`config.mk`:
```
export PLATFORM = sky130hd
export DESIGN_NAME = eeuc_ctrl
export DESIGN_NICKNAME = d
export VERILOG_FILES = /design/src/verilog/eeuc_pkg.sv /design/src/verilog/eeuc_array_if.sv /design/src/verilog/eeuc_array.sv /design/src/verilog/eeuc_ctrl.sv
export VERILOG_INCLUDE_DIRS = /design/src /design/src/verilog
export SDC_FILE = /design/constraint.sdc
export NUM_CORES = 2
export LEC_CHECK = 0
export BUFFER_PORTS_ARGS = -buffer_cell sky130_fd_sc_hd__clkbuf_2
export CAP_MARGIN = 20
export CORE_MARGIN = 3
export CORE_UTILIZATION = 30
export DETAILED_ROUTE_END_ITERATION = 12
export PLACE_DENSITY_LB_ADDON = 0.3
export SLEW_MARGIN = 5
export SYNTH_ARGS = -nofsm -noshare
export SYNTH_HDL_FRONTEND = slang
export SYNTH_SLANG_ARGS = --single-unit
```
`constraint.sdc`:
```
create_clock -name core_clk -period 3.8 [get_ports core_clk]
set_input_delay 0 -clock core_clk [delete_from_list [all_inputs] [get_ports core_clk]]
set_output_delay 0 -clock core_clk [all_outputs]
set_load 0.02 [all_outputs]
```
`src/verilog/eeuc_map.svh`:
```
`ifndef EEUC_MAP_SVH
`define EEUC_MAP_SVH

// Word address window of the data EEPROM in program space
`define EEUC_EE_BASE_ADDR   24'h7F_FE00
`define EEUC_EE_TOP_ADDR    24'h7F_FFFF
`define EEUC_EE_WORDS       256
`define EEUC_EE_IDX_LSB     1
`define EEUC_EE_IDX_MSB     8

// Register selects on the peripheral bus
`define EEUC_SEL_CTRL       2'h0
`define EEUC_SEL_KEY        2'h1
`define EEUC_SEL_ADDR       2'h2
`define EEUC_SEL_DATA       2'h3

// Unlock key values
`define EEUC_KEY_FIRST      8'h55
`define EEUC_KEY_SECOND     8'hAA

// Operation control fields
`define EEUC_CTRL_START_BIT 15
`define EEUC_CTRL_ENABLE_BIT 14
`define EEUC_CTRL_ERROR_BIT 13
`define EEUC_CTRL_OP_MSB    7
`define EEUC_CTRL_OP_LSB    0
`define EEUC_CTRL_RESET     16'h0000

// Operation codes in the lower control byte
`define EEUC_OP_ERASE_WORD  8'h58
`define EEUC_OP_WRITE_WORD  8'h04

// Cycles a program or erase takes in the array model
`define EEUC_OP_CYCLES      16'h0010
`define EEUC_ERASED_WORD    16'hFFFF

`endif

```
`src/verilog/eeuc_pkg.sv`:
```
package eeuc_pkg;
  typedef enum logic [1:0] {EEUC_IDLE, EEUC_GOT_FIRST} eeuc_key_state_type;
  typedef enum logic [1:0] {EEUC_OP_IDLE, EEUC_OP_BUSY} eeuc_op_state_type;
endpackage
```
`src/verilog/eeuc_array_if.sv`:
```
`timescale 1ns/1ps
interface eeuc_array_if;
  logic        start;
  logic        erase;
  logic [7:0]  index;
  logic [15:0] wdata;
  logic        busy;
  logic        done;
  modport ctrl (output start, output erase, output index, output wdata, input busy, input done);
  modport arr  (input start, input erase, input index, input wdata, output busy, output done);
endinterface

```
`src/verilog/eeuc_array.sv`:
```
`timescale 1ns/1ps
`include "eeuc_map.svh"
module eeuc_array #(
  parameter int WORDS = `EEUC_EE_WORDS
) (
  input  wire logic        core_clk,
  input  wire logic        rst,
  eeuc_array_if.arr        arr,
  input  wire logic [7:0]  rd_index,
  output logic [15:0]      rd_data
);
  import eeuc_pkg::*;

  // ****************************************
  // Word storage
  // ****************************************
  logic [15:0] mem_q [WORDS];
  logic [15:0] cnt_q;
  logic        busy_q;
  logic        done_q;
  logic        erase_q;
  logic [7:0]  idx_q;
  logic [15:0] data_q;

  assign arr.busy = busy_q;
  assign arr.done = done_q;

  always_ff @(posedge core_clk)
  begin
    if (rst)
    begin
      busy_q  <= 1'b0;
      done_q  <= 1'b0;
      cnt_q   <= 16'h0000;
      erase_q <= 1'b0;
      idx_q   <= 8'h00;
      data_q  <= 16'h0000;
    end
    else
    begin
      done_q <= 1'b0;
      if (!busy_q && arr.start)
      begin
        busy_q  <= 1'b1;
        cnt_q   <= `EEUC_OP_CYCLES;
        erase_q <= arr.erase;
        idx_q   <= arr.index;
        data_q  <= arr.wdata;
      end
      else if (busy_q)
      begin
        cnt_q <= cnt_q - 16'h0001;
        if (cnt_q == 16'h0001)
        begin
          busy_q <= 1'b0;
          done_q <= 1'b1;
        end
      end
    end
  end

  // Word update at end of operation
  always_ff @(posedge core_clk)
  begin
    if (busy_q && cnt_q == 16'h0001)
      mem_q[idx_q] <= erase_q ? `EEUC_ERASED_WORD : data_q;
  end

  always_ff @(posedge core_clk)
  begin
    rd_data <= mem_q[rd_index];
  end
endmodule // eeuc_array

```
`src/verilog/eeuc_ctrl.sv`:
```
`timescale 1ns/1ps
`include "eeuc_map.svh"
// Contract
// - The EEPROM occupies program addresses 7FFE00h through 7FFFFFh.
// - The EEPROM holds 256 words.
// - Each EEPROM word is 16 bits and individually addressable.
// - Words may be read and written in normal operation.
// - The CPU keeps running while a program or erase is in progress.
// - Programming is controlled by operation control, unlock key and address registers.
// - The upper control byte holds the start bits and the error flag.
// - The lower control byte selects the kind of operation.
// - The unlock key register is write-only and only guards against accidental writes.
// - After a correct key pair, a control write is accepted only in the next cycle.
// - Setting start with enable within the unlock window begins the selected operation.
module eeuc_ctrl (
  input  wire logic        core_clk,
  input  wire logic        rst,
  input  wire logic        reg_wr,
  input  wire logic        reg_rd,
  input  wire logic [1:0]  reg_sel,
  input  wire logic [15:0] reg_wdata,
  output logic [15:0]      reg_rdata,
  input  wire logic        ee_rd,
  input  wire logic [23:0] ee_addr,
  output logic [15:0]      ee_rdata,
  output logic             ee_hit,
  output logic             op_busy,
  output logic             op_done
);
  import eeuc_pkg::*;

  // ****************************************
  // State
  // ****************************************
  eeuc_key_state_type key_q;
  logic        window_q;
  logic [15:0] ctrl_q;
  logic [15:0] data_latch_q;
  logic [23:0] addr_q;
  logic [15:0] arr_rdata;
  logic [7:0]  rd_index;
  logic        ctrl_wr;
  logic        start_req;
  logic        busy_q1;
  eeuc_array_if arr_bus ();

  // Unused read strobe kept for bus symmetry
  logic unused_rd;
  assign unused_rd = reg_rd;

  // ****************************************
  // Address decode of EEPROM window
  // ****************************************
  assign ee_hit   = (ee_addr >= `EEUC_EE_BASE_ADDR) && (ee_addr <= `EEUC_EE_TOP_ADDR);
  assign rd_index = ee_addr[`EEUC_EE_IDX_MSB:`EEUC_EE_IDX_LSB];

  // ****************************************
  // Key sequence
  // ****************************************
  always_ff @(posedge core_clk)
  begin
    if (rst)
    begin
      key_q    <= EEUC_IDLE;
      window_q <= 1'b0;
    end
    else
    begin
      window_q <= 1'b0;
      case (key_q)
        EEUC_IDLE:
        begin
          if (reg_wr && reg_sel == `EEUC_SEL_KEY && reg_wdata[7:0] == `EEUC_KEY_FIRST)
            key_q <= EEUC_GOT_FIRST;
        end
        EEUC_GOT_FIRST:
        begin
          if (reg_wr)
          begin
            key_q <= EEUC_IDLE;
            if (reg_sel == `EEUC_SEL_KEY && reg_wdata[7:0] == `EEUC_KEY_SECOND)
              window_q <= 1'b1;
            else if (reg_sel == `EEUC_SEL_KEY && reg_wdata[7:0] == `EEUC_KEY_FIRST)
              key_q <= EEUC_GOT_FIRST;
          end
        end
        default:
          key_q <= EEUC_IDLE;
      endcase
    end
  end

  // ****************************************
  // Operation control register
  // ****************************************
  assign ctrl_wr   = reg_wr && reg_sel == `EEUC_SEL_CTRL;
  assign start_req = ctrl_wr && window_q && reg_wdata[`EEUC_CTRL_START_BIT] && !ctrl_q[`EEUC_CTRL_START_BIT];

  always_ff @(posedge core_clk)
  begin
    if (rst)
      ctrl_q <= `EEUC_CTRL_RESET;
    else
    begin
      if (ctrl_wr)
      begin
        ctrl_q[`EEUC_CTRL_OP_MSB:`EEUC_CTRL_OP_LSB] <= reg_wdata[`EEUC_CTRL_OP_MSB:`EEUC_CTRL_OP_LSB];
        ctrl_q[`EEUC_CTRL_ENABLE_BIT] <= reg_wdata[`EEUC_CTRL_ENABLE_BIT];
        if (!reg_wdata[`EEUC_CTRL_ERROR_BIT])
          ctrl_q[`EEUC_CTRL_ERROR_BIT] <= 1'b0;
      end
      if (start_req)
      begin
        if (reg_wdata[`EEUC_CTRL_ENABLE_BIT])
          ctrl_q[`EEUC_CTRL_START_BIT] <= 1'b1;
        else
          ctrl_q[`EEUC_CTRL_ERROR_BIT] <= 1'b1;
      end
      else if (ctrl_wr && !window_q && reg_wdata[`EEUC_CTRL_START_BIT])
        ctrl_q[`EEUC_CTRL_ERROR_BIT] <= 1'b1;
      if (arr_bus.done)
        ctrl_q[`EEUC_CTRL_START_BIT] <= 1'b0;
    end
  end

  // ****************************************
  // Address and data latches
  // ****************************************
  always_ff @(posedge core_clk)
  begin
    if (rst)
    begin
      addr_q       <= `EEUC_EE_BASE_ADDR;
      data_latch_q <= `EEUC_ERASED_WORD;
    end
    else
    begin
      if (reg_wr && reg_sel == `EEUC_SEL_ADDR)
        addr_q <= {8'h00, reg_wdata};
      if (ee_hit && reg_wr && reg_sel == `EEUC_SEL_DATA)
        data_latch_q <= reg_wdata;
    end
  end

  // ****************************************
  // Array launch, CPU not stalled
  // ****************************************
  assign arr_bus.start = start_req && reg_wdata[`EEUC_CTRL_ENABLE_BIT];
  assign arr_bus.erase = reg_wdata[`EEUC_CTRL_OP_MSB:`EEUC_CTRL_OP_LSB] == `EEUC_OP_ERASE_WORD;
  assign arr_bus.index = addr_q[`EEUC_EE_IDX_MSB:`EEUC_EE_IDX_LSB];
  assign arr_bus.wdata = data_latch_q;

  eeuc_array u_array (
    .core_clk (core_clk),
    .rst      (rst),
    .arr      (arr_bus),
    .rd_index (rd_index),
    .rd_data  (arr_rdata)
  );

  always_ff @(posedge core_clk)
  begin
    if (rst)
    begin
      busy_q1 <= 1'b0;
      op_done <= 1'b0;
    end
    else
    begin
      busy_q1 <= arr_bus.busy;
      op_done <= arr_bus.done;
    end
  end
  assign op_busy = busy_q1;

  always_ff @(posedge core_clk)
  begin
    if (rst)
      ee_rdata <= 16'h0000;
    else if (ee_rd)
      ee_rdata <= arr_rdata;
  end

  // Key register reads as zero
  always_ff @(posedge core_clk)
  begin
    if (rst)
      reg_rdata <= 16'h0000;
    else
      case (reg_sel)
        `EEUC_SEL_CTRL: reg_rdata <= ctrl_q;
        `EEUC_SEL_KEY:  reg_rdata <= 16'h0000;
        `EEUC_SEL_ADDR: reg_rdata <= addr_q[15:0];
        default:        reg_rdata <= 16'h0000;
      endcase
  end
endmodule // eeuc_ctrl

```
==> impl_metrics.json <==
{
  "outcome": "finished, final reports clean",
  "clk_latency_ns": 0.99,
  "min_from": "reg_wdata[5]",
  "final_common_cell": "edfxtp_1",
  "timing.rr.end": "u_array.mem_q[240][7]$_DFFE_PP_",
  "hold_slack_ns": 0.0822,
  "r2r_slack_ns": 0.21,
  "cts.sinks": 4234,
  "synth_area_leaders": "edfxtp_1 75%, mux4_2 11%, mux2i_1 3.9%",
  "synth_edf_count": 4096,
  "core_area_um2": 542000,
  "synth_top_area_share": 0.751,
  "drive_gt1_frac": 0.254,
  "cap_violations": 0,
  "setup_viol_count_final": 0,
  "ir_drop_mv": 0.387,
  "clk_pin_slew_ns": 0.06,
  "overflow": 0,
  "arrival_ns": 4.24,
  "cts_buffers": 437,
  "hold_depth": 5,
  "place.gp.congestion": 0.859,
  "max_slew_margin": 0.226,
  "yosysSeqAreaShare": 0.768,
  "port_buffers": 79,
  "required_ns": 4.44,
  "synthDistinctLibCells": 67,
  "drcViolationCount": 0,
  "post-place-ws_ns": -0.310,
  "fmax_ghz": 0.278,
  "areaGrowthSynthToFinish_pct": 17.4,
  "clk_path_buf_depth": 4,
  "critPathCaptureType": "flip-flop",
  "cp_max_fo": 16,
  "worst_pin_slew_ns": 1.16,
  "rsz0062_at_grt": "no",
  "min_path_type": "input pin to flip-flop",
  "yosys_most_used_dff": "edfxtp_1",
  "io_pins": 82,
  "cts_tree": "yes",
  "rr_startpoint": "u_array.cnt_q[9]$_SDFFE_PP0P_",
  "grt_max_degree": 145,
  "post-cts-setup-buffers": 0,
  "dr.pass1.iters": 6,
  "post-route-util": 0.355,
  "period_minus_slack_ns": 3.59,
  "synth-seq-cells": 4234,
  "wl_mm": 461,
  "wl_per_cell_um": 28.3,
  "slew_violations": 0,
  "drtIter0Drc": 9250,
  "synth_area_um2": 164000,
  "final_cell_mix": "4,096 x edfxtp_1, 782 x mux4_2, 645 x mux2i_1",
  "async_flop_share": 0,
  "start_kind": "flip-flop",
  "die_area_um2": 555000,
  "syn_nets": 7925,
  "die_x_um": 745,
  "viasPerCell": 5.09,
  "dieHeight_um": 745,
  "hold_viol_final": 0,
  "finClkSkew_ns": 0.0681,
  "post_synth.cell_area_avg_um2": 20.8,
  "timing.final.ws_setup_ns": 0.206,
  "power_density_nw_per_um2": 499,
  "ys_warn_count": 0,
  "critPathKind": "flip-flop to flip-flop",
  "syn_inst": 7876,
  "rows": 270,
  "grt_util_all_layers": 0.162,
  "hold_end": "arr_bus.wdata[5]$_SDFFE_PP1P_",
  "cts-root-buf": "clkbuf_16",
  "cellLeakagePower_nw": 52.1,
  "period_share": 0.946,
  "r2r_cells": 10,
  "vias": 83000,
  "ant_nets": 0,
  "fin_nets": 8767,
  "grt_antenna_before_repair": 26,
  "grt_pass1_wl_mm": 648,
  "h-tree-depth": 5,
  "synth_top_area_cell": "edfxtp_1",
  "initial_core_util": 0.302,
  "grt_pass1_vias": 83700,
  "dp_hpwl_mm": 289
}
worst max-delay path by stage:
stage / start / end
6_report: u_array.cnt_q[9]$_SDFFE_PP0P_ / u_array.mem_q[240][7]$_DFFE_PP_
5_1_grt: u_array.cnt_q[9]$_SDFFE_PP0P_ / u_array.mem_q[240][7]$_DFFE_PP_
4_1_cts: u_array.cnt_q[9]$_SDFFE_PP0P_ / u_array.mem_q[240][15]$_DFFE_PP_
3_5_place_dp: ee_addr[2] / u_array.rd_data[11]$_DFF_P_
3_3_place_gp: ee_addr[2] / u_array.rd_data[11]$_DFF_P_
2_1_floorplan: u_array.cnt_q[9]$_SDFFE_PP0P_ / u_array.mem_q[180][0]$_DFFE_PP_
kinds of logic after synthesis:
group / synth area share
DFF: 0.768
muxes: 0.151
and+or+nand+nor: 0.0252
AOI/OAI and AO/OA: 0.0341
buffers and inverters: 0.0210
xor gates and xnor gates: 0.000642
adders and majority gates: 0.000153
synthesized netlist by cell type, types with 27 or more instances:
cell / instances
buf_4: 37
a221oi_1: 29
o21ai_0: 55
a22oi_1: 44
buf_6: 85
buf_8: 45
a22o_1: 27
o221ai_1: 195
clkbuf_1: 150
nor2_1: 394
buf_2: 92
dfxtp_1: 138
mux4_2: 782
nor3_1: 147
edfxtp_1: 4096
o22ai_1: 209
nand2_1: 140
mux2i_1: 645
buf_1: 35
a211oi_1: 27
a21oi_1: 173
stage by stage:
stage	power [mW]	TNS (ns)	area (µm²)	cells
final	95.9	0	192000	16300
after global placement	54.5	-0.636	177000	15400
after detailed placement	54.5	-0.519	177000	15400
after CTS	96.7	0	192000	16300
after global routing	98.7	0	192000	16300
after floorplan	53.3	0	164000	7876
what timing repair did:
action	CTS	global route
endpoints found under the hold margin	123	0
gates resized for setup	0	0
endpoints found under the setup margin	0	0
hold buffers	74	0
worst max-delay path, stage by stage, from the launching register on:
cell and delay, ns:
dfxtp_1 0.35, or4_1 0.59, nor3_1 0.23, nand4_1 0.13
buf_4 0.21, inv_1 0.23, and3_1 0.59, nand3_1 0.16
buf_4 0.28, nor2_2 0.14, buf_4 0.31
registers in the layout, indices dropped and copies added, names as in the netlist, 8 cells and up:
register / cells
ctrl_q: 11
u_array.idx_q: 8
ee_rdata: 16
arr_bus.wdata: 16
addr_q: 16
u_array.mem_q: 4096
reg_rdata: 16
u_array.data_q: 16
u_array.cnt_q: 16
u_array.rd_data: 16
report_power, final:
| part | internal [mW] | leakage, nW | switching [mW] |
|---|---|---|---|
| Combinational | 1.11 | 15.2 | 1.89 |
| Clock | 24.5 | 6.93 | 17.8 |
| Sequential | 50.4 | 30.0 | 0.0993 |
per-layer routing:
metal	part of all wire	vias to the layer above	GRT usage
met3	0.064	670	0.0215
li1	-	34700	-
met4	0.035	2	0.0534
met5	0.000028	-	0
met1	0.42	44500	0.223
met2	0.48	3150	0.267
area by class of cell:
cell class,count,area [µm²]
fill,49900,350000
sequential,4234,126000
multi-input combinational,3149,34900
clock buffer,551,11600
tap,7208,9020
timing repair buffer,870,8310
clock inverter,255,2520
inverter,26,110
antenna,9,22.5
Power figures use the tool's default switching activity.
